[src/hdl/wave_pkg.sv]
package wave_pkg;

  localparam int ADDR_W = 8;
  localparam int DATA_W = 32;
  localparam int CNT_W = 16;
  localparam int CHANNELS = 2;
  localparam int DIV_W = 10;

  // Register map, one aligned word each
  localparam logic [ADDR_W-1:0] OFS_TIMER_ONE_WAVE_CONTROL_A = 8'h00;
  localparam logic [ADDR_W-1:0] OFS_WAVE_CONTROL_B = 8'h04;
  localparam logic [ADDR_W-1:0] OFS_COUNTER_VALUE = 8'h08;
  localparam logic [ADDR_W-1:0] OFS_COMPARE_REG_A = 8'h0C;
  localparam logic [ADDR_W-1:0] OFS_COMPARE_REG_B = 8'h10;
  localparam logic [ADDR_W-1:0] OFS_CAPTURE_REG = 8'h14;
  localparam logic [ADDR_W-1:0] OFS_EVENT_STATUS = 8'h18;

  localparam logic [7:0] CTRL_A_RESET = 8'h00;
  localparam logic [7:0] CTRL_B_RESET = 8'h00;
  localparam logic [CNT_W-1:0] CNT_RESET = 16'h0000;
  localparam logic [2:0] STATUS_RESET = 3'h0;

  // Status bit positions
  localparam int ST_OVERFLOW = 0;
  localparam int ST_MATCH_A = 1;
  localparam int ST_MATCH_B = 2;
  localparam int ST_COUNT_DOWN = 3;

  localparam logic [CNT_W-1:0] BOTTOM = 16'h0000;
  localparam logic [CNT_W-1:0] MAX_COUNT = 16'hFFFF;
  localparam logic [CNT_W-1:0] TOP_8BIT = 16'h00FF;
  localparam logic [CNT_W-1:0] TOP_9BIT = 16'h01FF;
  localparam logic [CNT_W-1:0] TOP_10BIT = 16'h03FF;

  localparam logic [3:0] MODE_PFC_A = 4'h9;
  localparam logic [3:0] MODE_FAST_CAP = 4'hE;
  localparam logic [3:0] MODE_FAST_A = 4'hF;

  localparam logic [1:0] ACT_OFF = 2'h0;
  localparam logic [1:0] ACT_TOGGLE = 2'h1;
  localparam logic [1:0] ACT_LOW = 2'h2;
  localparam logic [1:0] ACT_HIGH = 2'h3;

  // Tick select codes and divider terminal counts
  localparam logic [2:0] TICK_DIV1 = 3'h1;
  localparam logic [2:0] TICK_DIV8 = 3'h2;
  localparam logic [2:0] TICK_DIV64 = 3'h3;
  localparam logic [2:0] TICK_DIV256 = 3'h4;
  localparam logic [2:0] TICK_DIV1024 = 3'h5;
  localparam logic [DIV_W-1:0] TERM_DIV1 = 10'h000;
  localparam logic [DIV_W-1:0] TERM_DIV8 = 10'h007;
  localparam logic [DIV_W-1:0] TERM_DIV64 = 10'h03F;
  localparam logic [DIV_W-1:0] TERM_DIV256 = 10'h0FF;
  localparam logic [DIV_W-1:0] TERM_DIV1024 = 10'h3FF;

  typedef struct packed {
    logic [1:0] chan_a_output_action;
    logic [1:0] chan_b_output_action;
    logic chan_a_force_strobe;
    logic chan_b_force_strobe;
    logic [1:0] mode_low;
  } ctrl_a_t;

  typedef struct packed {
    logic [2:0] unused;
    logic [1:0] mode_high;
    logic [2:0] tick_select;
  } ctrl_b_t;

  typedef enum {TOP_MAX, TOP_FIX8, TOP_FIX9, TOP_FIX10, TOP_CMP_A, TOP_CAPTURE} top_src_t;
  typedef enum {WAVE_PLAIN, WAVE_FAST, WAVE_DUAL} wave_kind_t;
  typedef enum {EV_NOW, EV_MAX, EV_TOP, EV_BOTTOM} event_at_t;

  typedef struct packed {
    top_src_t top_src;
    wave_kind_t kind;
    event_at_t update_at;
    event_at_t overflow_at;
  } mode_info_t;

  function automatic mode_info_t decode_mode(input logic [3:0] mode);
    mode_info_t m;
    m = '{TOP_MAX, WAVE_PLAIN, EV_NOW, EV_MAX};
    unique case (mode)
      4'h0: m = '{TOP_MAX, WAVE_PLAIN, EV_NOW, EV_MAX};
      4'h1: m = '{TOP_FIX8, WAVE_DUAL, EV_TOP, EV_BOTTOM};
      4'h2: m = '{TOP_FIX9, WAVE_DUAL, EV_TOP, EV_BOTTOM};
      4'h3: m = '{TOP_FIX10, WAVE_DUAL, EV_TOP, EV_BOTTOM};
      4'h4: m = '{TOP_CMP_A, WAVE_PLAIN, EV_NOW, EV_MAX};
      4'h5: m = '{TOP_FIX8, WAVE_FAST, EV_TOP, EV_TOP};
      4'h6: m = '{TOP_FIX9, WAVE_FAST, EV_TOP, EV_TOP};
      4'h7: m = '{TOP_FIX10, WAVE_FAST, EV_TOP, EV_TOP};
      4'h8: m = '{TOP_CAPTURE, WAVE_DUAL, EV_BOTTOM, EV_BOTTOM};
      4'h9: m = '{TOP_CMP_A, WAVE_DUAL, EV_BOTTOM, EV_BOTTOM};
      4'hA: m = '{TOP_CAPTURE, WAVE_DUAL, EV_TOP, EV_BOTTOM};
      4'hB: m = '{TOP_CMP_A, WAVE_DUAL, EV_TOP, EV_BOTTOM};
      4'hC: m = '{TOP_CAPTURE, WAVE_PLAIN, EV_NOW, EV_MAX};
      4'hD: m = '{TOP_MAX, WAVE_PLAIN, EV_NOW, EV_MAX};
      4'hE: m = '{TOP_CAPTURE, WAVE_FAST, EV_TOP, EV_TOP};
      4'hF: m = '{TOP_CMP_A, WAVE_FAST, EV_TOP, EV_TOP};
    endcase
    return m;
  endfunction

endpackage

[src/hdl/wave_timer.sv]
`timescale 1ns/1ps
// How it works
// - Timer tick is a clock enable on clk, never a clock of its own.
// - Phase-and-frequency-correct modes load buffered compare values at bottom.
// - Nonzero action field routes channel output to pin; software sets pin direction.
// - Non-PWM codes: 00 off, 01 toggle, 10 low, 11 high on match.
// - Fast PWM code 01 toggles A only in mode 15; else disconnected.
// - Fast PWM 10 clears on match, sets at top; 11 the reverse.
// - Fast PWM with compare equal top ignores match, acts only at top.
// - Dual-slope code 01 toggles A only in mode 9; else disconnected.
// - Dual-slope 10 clears on up-match, sets on down-match; 11 reverse.
// - Force strobes act only in non-PWM modes; software writes them zero otherwise.
// - Force strobe is a one-shot immediate match using the action code written with it.
// - Forced match raises no flag and never clears the counter.
// - Force strobe bits always read back as zero.
// - Wave mode is two low bits here plus two high bits elsewhere.
// - Mode 0 counts to 0xFFFF, immediate update, overflow at maximum.
// - Modes 1-3 dual-slope with fixed tops, update at top, overflow at bottom.
// - Modes 4 and 12 clear on match, top from compare A or capture.
// - Fast PWM modes 5-7, 14, 15 update and overflow at top.
// - Modes 8 and 9 update and overflow at bottom.
// - Modes 10 and 11 update at top, overflow at bottom.
// - Bottom is zero; dual slope runs bottom to top and back.
// - Dual slope holds top for exactly one tick before turning.
module wave_timer
  import wave_pkg::*;
(
  input wire logic clk,
  input wire logic rst_n,
  input wire logic psel,
  input wire logic penable,
  input wire logic pwrite,
  input wire logic [ADDR_W-1:0] paddr,
  input wire logic [DATA_W-1:0] pwdata,
  output logic [DATA_W-1:0] prdata,
  output logic pready,
  output logic pslverr,
  output logic chan_a_wave_out,
  output logic chan_b_wave_out,
  output logic chan_a_pin_override,
  output logic chan_b_pin_override
);

  ctrl_a_t ctrl_a_reg;
  ctrl_b_t ctrl_b_reg;
  logic [CNT_W-1:0] counter_value_reg;
  logic [CNT_W-1:0] capture_reg;
  logic [CNT_W-1:0] cmp_buf_reg [CHANNELS];
  logic [CNT_W-1:0] cmp_act_reg [CHANNELS];
  logic [CHANNELS-1:0] wave_reg;
  logic [2:0] status_reg;
  logic count_down_reg;
  logic block_match_reg;
  logic [DIV_W-1:0] div_reg;
  logic pready_reg;
  logic pslverr_reg;
  logic [DATA_W-1:0] prdata_reg;

  logic [3:0] wave_mode_select;
  mode_info_t info;
  logic [CNT_W-1:0] top_val;
  logic [DIV_W-1:0] div_term;
  logic tick;
  logic at_top;
  logic at_bottom;
  logic overflow_ev;
  logic update_ev;
  logic access;
  logic wr_en;
  logic addr_ok;
  logic wr_ctrl_a;
  logic [DATA_W-1:0] rd_data;
  logic [CHANNELS-1:0] match_ev;
  logic [CHANNELS-1:0] force_ev;
  logic [CHANNELS-1:0] connected;
  logic [1:0] act [CHANNELS];
  logic [1:0] new_act [CHANNELS];
  logic [CHANNELS-1:0] new_force;
  ctrl_a_t wr_ctrl_a_val;
  mode_info_t new_info;

  // Bus decode: one wait state, so answers come from flops
  assign access = psel && penable;
  assign wr_en = access && pwrite && pready_reg && !pslverr_reg;
  assign wr_ctrl_a = wr_en && (paddr == OFS_TIMER_ONE_WAVE_CONTROL_A);
  assign wr_ctrl_a_val = ctrl_a_t'(pwdata[7:0]);

  always_comb
  begin
    addr_ok = 1'b1;
    unique case (paddr)
      OFS_TIMER_ONE_WAVE_CONTROL_A, OFS_WAVE_CONTROL_B, OFS_COUNTER_VALUE,
      OFS_COMPARE_REG_A, OFS_COMPARE_REG_B, OFS_CAPTURE_REG, OFS_EVENT_STATUS: addr_ok = 1'b1;
      default: addr_ok = 1'b0;
    endcase
  end

  always_ff @(posedge clk)
  begin
    if (!rst_n)
    begin
      pready_reg <= 1'b0;
      pslverr_reg <= 1'b0;
    end
    else
    begin
      pready_reg <= access && !pready_reg;
      pslverr_reg <= access && !pready_reg && !addr_ok;
    end
  end

  always_comb
  begin
    rd_data = '0;
    unique case (paddr)
      OFS_TIMER_ONE_WAVE_CONTROL_A:
      begin
        rd_data[7:0] = ctrl_a_reg;
        rd_data[3:2] = 2'h0;
      end
      OFS_WAVE_CONTROL_B: rd_data[7:0] = ctrl_b_reg;
      OFS_COUNTER_VALUE: rd_data[CNT_W-1:0] = counter_value_reg;
      OFS_COMPARE_REG_A: rd_data[CNT_W-1:0] = cmp_buf_reg[0];
      OFS_COMPARE_REG_B: rd_data[CNT_W-1:0] = cmp_buf_reg[1];
      OFS_CAPTURE_REG: rd_data[CNT_W-1:0] = capture_reg;
      OFS_EVENT_STATUS: rd_data[ST_COUNT_DOWN:0] = {count_down_reg, status_reg};
      default: rd_data = '0;
    endcase
  end

  always_ff @(posedge clk)
  begin
    if (!rst_n)
      prdata_reg <= '0;
    else if (access && !pready_reg && !pwrite)
      prdata_reg <= rd_data;
  end

  assign prdata = prdata_reg;
  assign pready = pready_reg;
  assign pslverr = pslverr_reg;
  // Control registers; force bits are never stored
  always_ff @(posedge clk)
  begin
    if (!rst_n)
      ctrl_a_reg <= ctrl_a_t'(CTRL_A_RESET);
    else if (wr_ctrl_a)
    begin
      ctrl_a_reg <= wr_ctrl_a_val;
      ctrl_a_reg.chan_a_force_strobe <= 1'b0;
      ctrl_a_reg.chan_b_force_strobe <= 1'b0;
    end
  end

  always_ff @(posedge clk)
  begin
    if (!rst_n)
      ctrl_b_reg <= ctrl_b_t'(CTRL_B_RESET);
    else if (wr_en && (paddr == OFS_WAVE_CONTROL_B))
    begin
      ctrl_b_reg <= ctrl_b_t'(pwdata[7:0]);
      ctrl_b_reg.unused <= 3'h0;
    end
  end

  always_ff @(posedge clk)
  begin
    if (!rst_n)
      capture_reg <= CNT_RESET;
    else if (wr_en && (paddr == OFS_CAPTURE_REG))
      capture_reg <= pwdata[CNT_W-1:0];
  end

  assign wave_mode_select = {ctrl_b_reg.mode_high, ctrl_a_reg.mode_low};
  assign info = decode_mode(wave_mode_select);
  assign new_info = decode_mode({ctrl_b_reg.mode_high, wr_ctrl_a_val.mode_low});

  always_comb
  begin
    top_val = MAX_COUNT;
    unique case (info.top_src)
      TOP_MAX: top_val = MAX_COUNT;
      TOP_FIX8: top_val = TOP_8BIT;
      TOP_FIX9: top_val = TOP_9BIT;
      TOP_FIX10: top_val = TOP_10BIT;
      TOP_CMP_A: top_val = cmp_act_reg[0];
      TOP_CAPTURE: top_val = capture_reg;
    endcase
  end
  // Prescaler: tick is an enable pulse; external clock codes stop the timer
  always_comb
  begin
    div_term = TERM_DIV1;
    unique case (ctrl_b_reg.tick_select)
      TICK_DIV8: div_term = TERM_DIV8;
      TICK_DIV64: div_term = TERM_DIV64;
      TICK_DIV256: div_term = TERM_DIV256;
      TICK_DIV1024: div_term = TERM_DIV1024;
      default: div_term = TERM_DIV1;
    endcase
  end

  always_ff @(posedge clk)
  begin
    if (!rst_n)
      div_reg <= '0;
    else if (tick || (ctrl_b_reg.tick_select < TICK_DIV1) || (ctrl_b_reg.tick_select > TICK_DIV1024))
      div_reg <= '0;
    else
      div_reg <= div_reg + 1'b1;
  end

  assign tick = (ctrl_b_reg.tick_select >= TICK_DIV1) && (ctrl_b_reg.tick_select <= TICK_DIV1024)
    && (div_reg == div_term);

  assign at_top = (counter_value_reg == top_val);
  assign at_bottom = (counter_value_reg == BOTTOM);

  always_comb
  begin
    overflow_ev = 1'b0;
    unique case (info.overflow_at)
      EV_MAX: overflow_ev = counter_value_reg == MAX_COUNT;
      EV_TOP: overflow_ev = at_top;
      EV_BOTTOM: overflow_ev = at_bottom;
      EV_NOW: overflow_ev = 1'b0;
    endcase
    update_ev = 1'b1;
    unique case (info.update_at)
      EV_NOW: update_ev = 1'b1;
      EV_TOP: update_ev = tick && at_top;
      EV_BOTTOM: update_ev = tick && at_bottom;
      EV_MAX: update_ev = 1'b0;
    endcase
  end
  // Counter; a software write suppresses the next tick's matches
  always_ff @(posedge clk)
  begin
    if (!rst_n)
    begin
      counter_value_reg <= CNT_RESET;
      count_down_reg <= 1'b0;
    end
    else if (wr_en && (paddr == OFS_COUNTER_VALUE))
      counter_value_reg <= pwdata[CNT_W-1:0];
    else if (tick)
    begin
      if (info.kind != WAVE_DUAL)
      begin
        count_down_reg <= 1'b0;
        counter_value_reg <= at_top ? BOTTOM : counter_value_reg + 1'b1;
      end
      else if (!count_down_reg)
      begin
        // Top is shown for one tick, then the count turns
        if (counter_value_reg >= top_val)
        begin
          count_down_reg <= 1'b1;
          counter_value_reg <= counter_value_reg - 1'b1;
        end
        else
          counter_value_reg <= counter_value_reg + 1'b1;
      end
      else if (at_bottom)
      begin
        count_down_reg <= 1'b0;
        counter_value_reg <= counter_value_reg + 1'b1;
      end
      else
        counter_value_reg <= counter_value_reg - 1'b1;
    end
  end

  always_ff @(posedge clk)
  begin
    if (!rst_n)
      block_match_reg <= 1'b0;
    else if (wr_en && (paddr == OFS_COUNTER_VALUE))
      block_match_reg <= 1'b1;
    else if (tick)
      block_match_reg <= 1'b0;
  end

  assign new_act[0] = wr_ctrl_a_val.chan_a_output_action;
  assign new_act[1] = wr_ctrl_a_val.chan_b_output_action;
  assign new_force = {wr_ctrl_a_val.chan_b_force_strobe, wr_ctrl_a_val.chan_a_force_strobe};
  assign act[0] = ctrl_a_reg.chan_a_output_action;
  assign act[1] = ctrl_a_reg.chan_b_output_action;

  genvar ch;
  generate
    for (ch = 0; ch < CHANNELS; ch++)
    begin : g_chan
      logic toggle_ok;

      always_comb
      begin
        toggle_ok = 1'b1;
        unique case (info.kind)
          WAVE_PLAIN: toggle_ok = 1'b1;
          WAVE_FAST: toggle_ok = (ch == 0) && (wave_mode_select == MODE_FAST_A);
          WAVE_DUAL: toggle_ok = (ch == 0) &&
            ((wave_mode_select == MODE_PFC_A) || (wave_mode_select == MODE_FAST_CAP));
        endcase
      end

      assign connected[ch] = (act[ch] != ACT_OFF) && !((act[ch] == ACT_TOGGLE) && !toggle_ok);
      assign match_ev[ch] = tick && !block_match_reg && (counter_value_reg == cmp_act_reg[ch]);
      // Force uses the action code and mode written with it; ignored in PWM modes
      assign force_ev[ch] = wr_ctrl_a && new_force[ch]
        && (new_info.kind == WAVE_PLAIN);

      always_ff @(posedge clk)
      begin
        if (!rst_n)
          cmp_buf_reg[ch] <= CNT_RESET;
        else if (wr_en && (paddr == (ch == 0 ? OFS_COMPARE_REG_A : OFS_COMPARE_REG_B)))
          cmp_buf_reg[ch] <= pwdata[CNT_W-1:0];
      end

      // Buffered compare value goes active at the mode's update point
      always_ff @(posedge clk)
      begin
        if (!rst_n)
          cmp_act_reg[ch] <= CNT_RESET;
        else if (update_ev)
          cmp_act_reg[ch] <= cmp_buf_reg[ch];
      end

      always_ff @(posedge clk)
      begin
        if (!rst_n)
          wave_reg[ch] <= 1'b0;
        else if (force_ev[ch])
        begin
          unique case (new_act[ch])
            ACT_TOGGLE: wave_reg[ch] <= ~wave_reg[ch];
            ACT_LOW: wave_reg[ch] <= 1'b0;
            ACT_HIGH: wave_reg[ch] <= 1'b1;
            ACT_OFF: wave_reg[ch] <= wave_reg[ch];
          endcase
        end
        else
        begin
          unique case (info.kind)
            WAVE_PLAIN:
            begin
              if (match_ev[ch])
              begin
                unique case (act[ch])
                  ACT_TOGGLE: wave_reg[ch] <= ~wave_reg[ch];
                  ACT_LOW: wave_reg[ch] <= 1'b0;
                  ACT_HIGH: wave_reg[ch] <= 1'b1;
                  ACT_OFF: wave_reg[ch] <= wave_reg[ch];
                endcase
              end
            end
            WAVE_FAST:
            begin
              if ((act[ch] == ACT_TOGGLE) && toggle_ok && match_ev[ch])
                wave_reg[ch] <= ~wave_reg[ch];
              else if (act[ch][1] && tick && at_top)
                wave_reg[ch] <= ~act[ch][0];
              else if (act[ch][1] && match_ev[ch] && (cmp_act_reg[ch] != top_val))
                wave_reg[ch] <= act[ch][0];
            end
            WAVE_DUAL:
            begin
              if ((act[ch] == ACT_TOGGLE) && toggle_ok && match_ev[ch])
                wave_reg[ch] <= ~wave_reg[ch];
              else if (act[ch][1] && match_ev[ch])
                wave_reg[ch] <= count_down_reg ? ~act[ch][0] : act[ch][0];
            end
          endcase
        end
      end
    end
  endgenerate

  // Flags come from real overflows and matches only, never forced ones; set wins over a same-cycle clear
  always_ff @(posedge clk)
  begin
    if (!rst_n)
      status_reg <= STATUS_RESET;
    else
    begin
      status_reg[ST_OVERFLOW] <= (tick && overflow_ev) || (status_reg[ST_OVERFLOW] &&
        !(wr_en && (paddr == OFS_EVENT_STATUS) && pwdata[ST_OVERFLOW]));
      status_reg[ST_MATCH_A] <= match_ev[0] || (status_reg[ST_MATCH_A] &&
        !(wr_en && (paddr == OFS_EVENT_STATUS) && pwdata[ST_MATCH_A]));
      status_reg[ST_MATCH_B] <= match_ev[1] || (status_reg[ST_MATCH_B] &&
        !(wr_en && (paddr == OFS_EVENT_STATUS) && pwdata[ST_MATCH_B]));
    end
  end

  assign chan_a_wave_out = wave_reg[0];
  assign chan_b_wave_out = wave_reg[1];
  assign chan_a_pin_override = connected[0];
  assign chan_b_pin_override = connected[1];

endmodule

[config.mk]
export PLATFORM = sky130hd
export DESIGN_NAME = wave_timer
export DESIGN_NICKNAME = d
export VERILOG_FILES = /design/src/hdl/wave_pkg.sv /design/src/hdl/wave_timer.sv
export SDC_FILE = /design/constraint.sdc
export NUM_CORES = 1
export LEC_CHECK = 0
export BUFFER_PORTS_ARGS = -buffer_cell sky130_fd_sc_hd__clkbuf_2
export CORE_MARGIN = 2
export CORE_UTILIZATION = 55
export DETAILED_ROUTE_END_ITERATION = 16
export GPL_ROUTABILITY_DRIVEN = 1
export HOLD_SLACK_MARGIN = 0.06
export PLACE_DENSITY_LB_ADDON = 0.2
export RECOVER_POWER = 25
export SLEW_MARGIN = 15
export SYNTH_ARGS = -nofsm -noshare
export SYNTH_HDL_FRONTEND = slang
export SYNTH_MEMORY_MAX_BITS = 65536
export SYNTH_SLANG_ARGS = --single-unit
[constraint.sdc]
create_clock -name clk -period 9 [get_ports clk]
set_input_delay 1.35 -clock clk [delete_from_list [all_inputs] [get_ports clk]]
set_output_delay 1.35 -clock clk [all_outputs]
set_load 0.005 [all_outputs]
==> metrics.md <==
| Metric | Value |
|---|---|
| Status | finished with violations |
| Failing checks | capacitance limit, slew limit |
| # fillers | 1,483 |
| Setup TNS | 0 ns |
| Worst Reg-to-Reg Cells | 11 |
| Grt ovf | 0 |
| HP Start | div_reg[0]$_SDFF_PP0_ |
| Placed Instances | 1,333 |
| Max transition margin | -94.4% |
| Post-DP HPWL | 22,000 µm |
| Post-route cell area | 10,200 µm² |
| Vias | 8,888 |
| Full die area | 18,100 µm² |
| Crit Path Category | in2reg |
| Mean Syn Cell Area | 8.29 µm² |
| Clk_lat worst skew | 0.43 ns |
| Fin. Hold Viols | 0 |
| Worst-margin pin slew | 2.92 ns |
| Routability cong. | 0.980 |
| Fmax achieved | 197 MHz |
| Share of layout cells above drive strength 1 | 9.87% |
| Top cells by count, synth | nand2_1 (117), nor2_1 (96), a21oi_1 (95) |
| # diodes | 0 |
| Max IR drop VDD | 0.132 mV |
| Clock share of power | 48.4% |
| Max cap viols | 1 |
| Syn. warnings | 0 |
| Top cell type's share of synthesized area | 20.5% |
| EDFF count, synth | 64 |
| Worst min path class | reg2reg |
| Int Pwr | 1.12 mW |
| CTS tree | built |
| Starting Density | 56.4% |
| CTS buffer count | 17 |
| I/O pins | 83 |
| Crit path largest cell delay | 2.07 ns |
| Final worst slack | 3.93 ns |
| Biggest area consumer among synthesized cells | edfxtp_1 |
| Worst setup SP type | primary input |
| Tmin final | 5.07 ns |
| Multi-input logic area | 5360 µm² |
| Post-cts sizing count | 0 |
| GR Util met2 | 50.3% |
| Critical path's slowest cell | clkbuf_1 |
| Die height | 135 µm |
| # nets final | 1,200 |
| Max-slew violations | 57 |
| Most used routing layer | met2 |
| CP Cell Sequence | clkbuf_1 > clkinv_1 > clkbuf_1 > nor2_2 > and2_1 |
| Final Core Density | 61.4% |
| Hold depth | 1 |
| RSZ-0062 raised after global routing | false |
| Vias in the first global route | 8,046 |
| Place WS | 4.24 ns |
| Drt first pass iters | 7 |
| First-pass GRT wire length | 47,300 µm |
| Hold Crit Endpoint | div_reg[0]$_SDFF_PP0_ |
| Leakage | 4.05 nW |
| Clock Root Buffer | clkbuf_16 |
| PwrDens | 144 nW/µm² |
| Largest net degree at the start of global routing | 60 |
| # H-tree levels | 4 |
| #FFs+latches synth | 142 |
| Synth async-reset ratio | 0% |
| GRT Util Overall | 34.7% |
| Setup repair bufs after CTS | 0 |
| Initial antenna violation count | 0 |
| CP max FO | 56 |
| CP endpoint kind | register |
| Core Rows | 47 |
| Post-Route WL | 31,000 µm |
| GRT met1 Usage | 49.0% |
| Sw power | 0.352 mW |
| Area Growth Syn to Fin | 8.88% |
| Fin crit share | 56.3% |
| Layout Cells excl Fill | 1,365 |
| Via-per-instance ratio | 6.51 |
| Power, Total | 1.47 mW |
| CTS Hold Bufs | 0 |
| Grt met3 use | 6.94% |
| Initial DRC count | 1,163 |
| Critical path buffers and inverters | 3 |
| R2R setup slack | 4.03 ns |
| Register area | 3480 µm² |
| Most common cell on crit path | clkbuf_1 |
| Leading register cell type out of synthesis | dfxtp_1 |
| Residual DRC count | 0 |
| Seq pwr share | 47.5% |
| Syn Inst Count | 1,132 |
| Clock Path Buffers | 2 |
| Routed len/inst | 22.7 µm |
| Final ANT Viol Nets | 0 |
| Core Footprint | 16,600 µm² |
| Arrival time worst endpoint | 5.24 ns |
| Post-Route Skew | 0.00715 ns |
| Clock slew at reported path FFs | 0.06 ns |
| Clock Sinks | 142 |
| CP required | 9.17 ns |
| Largest cells by area after synthesis | edfxtp_1 (20%), dfxtp_1 (17%), xor2_1 (5.1%), a21oi_1 (5.1%), and2_1 (4.7%) |
| Top-count cell post-synth | nand2_1 |
| Distinct cells, synth | 81 |
| Cell family with most CP delay | buffers and inverters |
| Gate power share | 4.2% |
| Placed cell areas | 9630 µm² |
| Hold WS | 0.461 ns |
| Die W | 135 µm |
| Sw Ratio | 23.9% |
| Reg-to-Reg End | cmp_act_reg[0][2]$_SDFFCE_PN0P_ |
| Sequential fraction of the synthesis area | 37.1% |
| Reg-to-Reg Start | ctrl_a_reg[1]$_SDFFE_PN0P_ |
| I/O Buffers | 50 |
| Final setup violation count | 0 |
| Synth Cell Area | 9380 µm² |
-- worst register-to-register path: cells and delay by family, from the launching register on --
family	cells	cell delay, ns
AND/OR/NAND/NOR	7	3.04
flip-flops	1	0.66
AO/OA/AOI/OAI	2	0.63
buffers and inverters	1	0.31
adder cells (fa/ha/maj)	1	0.19
-- kinds of logic after synthesis --
group                      Yosys count  synth area share [%]
other                                1                0.0400
adders and majority gates           23                  3.07
and+or+nand+nor                    462                  25.4
muxes                               22                  2.51
AOI/OAI and AO/OA                  279                  19.0
DFF                                142                  37.1
xor gates and xnor gates            68                  6.35
buffers and inverters              135                  6.51
-- layout make-up --
class | count | area share (%)
Clock buffer | 19 | 4.54
Clock inverter | 13 | 1.35
Inverter | 33 | 1.21
Multi-Input combinational cell | 870 | 52.5
Sequential cell | 142 | 34.1
Tap cell | 220 | 2.69
Timing Repair Buffer | 68 | 3.61
-- placed cells by master, fill, tap and decap left out, types with 23 or more instances in the layout --
master / netlist / routed
o21ai_0: 38 / 38
and2_1: 71 / 69
o22ai_1: 23 / 23
a21oi_1: 95 / 95
edfxtp_1: 64 / 64
clkbuf_2: 0 / 43
ha_1: 23 / 23
dfxtp_1: 78 / 77
nand2_1: 117 / 117
xor2_1: 55 / 55
nor2_1: 96 / 96
nand3_1: 35 / 35
nor3_1: 23 / 24
inv_1: 33 / 32
-- routing by layer --
layer	share of wire (%)	wire [µm]	vias to the layer above
li1	-	-	4049
met1	40	12500	4099
met5	0	0	-
met3	12	3780	95
met4	5.3	1660	0
met2	42	13000	645
-- power by group through the flow --
stage / combinational, mW / clock, mW / sequential, mW
final: 0.0613 / 0.710 / 0.697
after global routing: 0.0660 / 0.739 / 0.697
after CTS: 0.0598 / 0.712 / 0.696
after detailed placement: 0.0596 / 0 / 0.710
after global placement: 0.0591 / 0 / 0.710
after floorplan: 0.0418 / 0 / 0.702
-- worst max-delay path by stage --
stage                               startpoint                         endpoint  slack (ns)  depth (start not counted)
floorplan           ctrl_a_reg[0]$_SDFFE_PN0P_              chan_a_pin_override        5.13                         12
global placement    ctrl_a_reg[1]$_SDFFE_PN0P_  cmp_act_reg[0][5]$_SDFFCE_PN0P_        4.29                         11
detailed placement  ctrl_a_reg[1]$_SDFFE_PN0P_  cmp_act_reg[0][5]$_SDFFCE_PN0P_        4.24                         11
CTS                 ctrl_a_reg[1]$_SDFFE_PN0P_  cmp_act_reg[0][5]$_SDFFCE_PN0P_        4.22                         11
global route                             rst_n  cmp_act_reg[0][2]$_SDFFCE_PN0P_        3.70                          5
finish                                   rst_n  cmp_act_reg[0][2]$_SDFFCE_PN0P_        3.93                          5
Note: power is estimated with default switching activity, not from simulation.
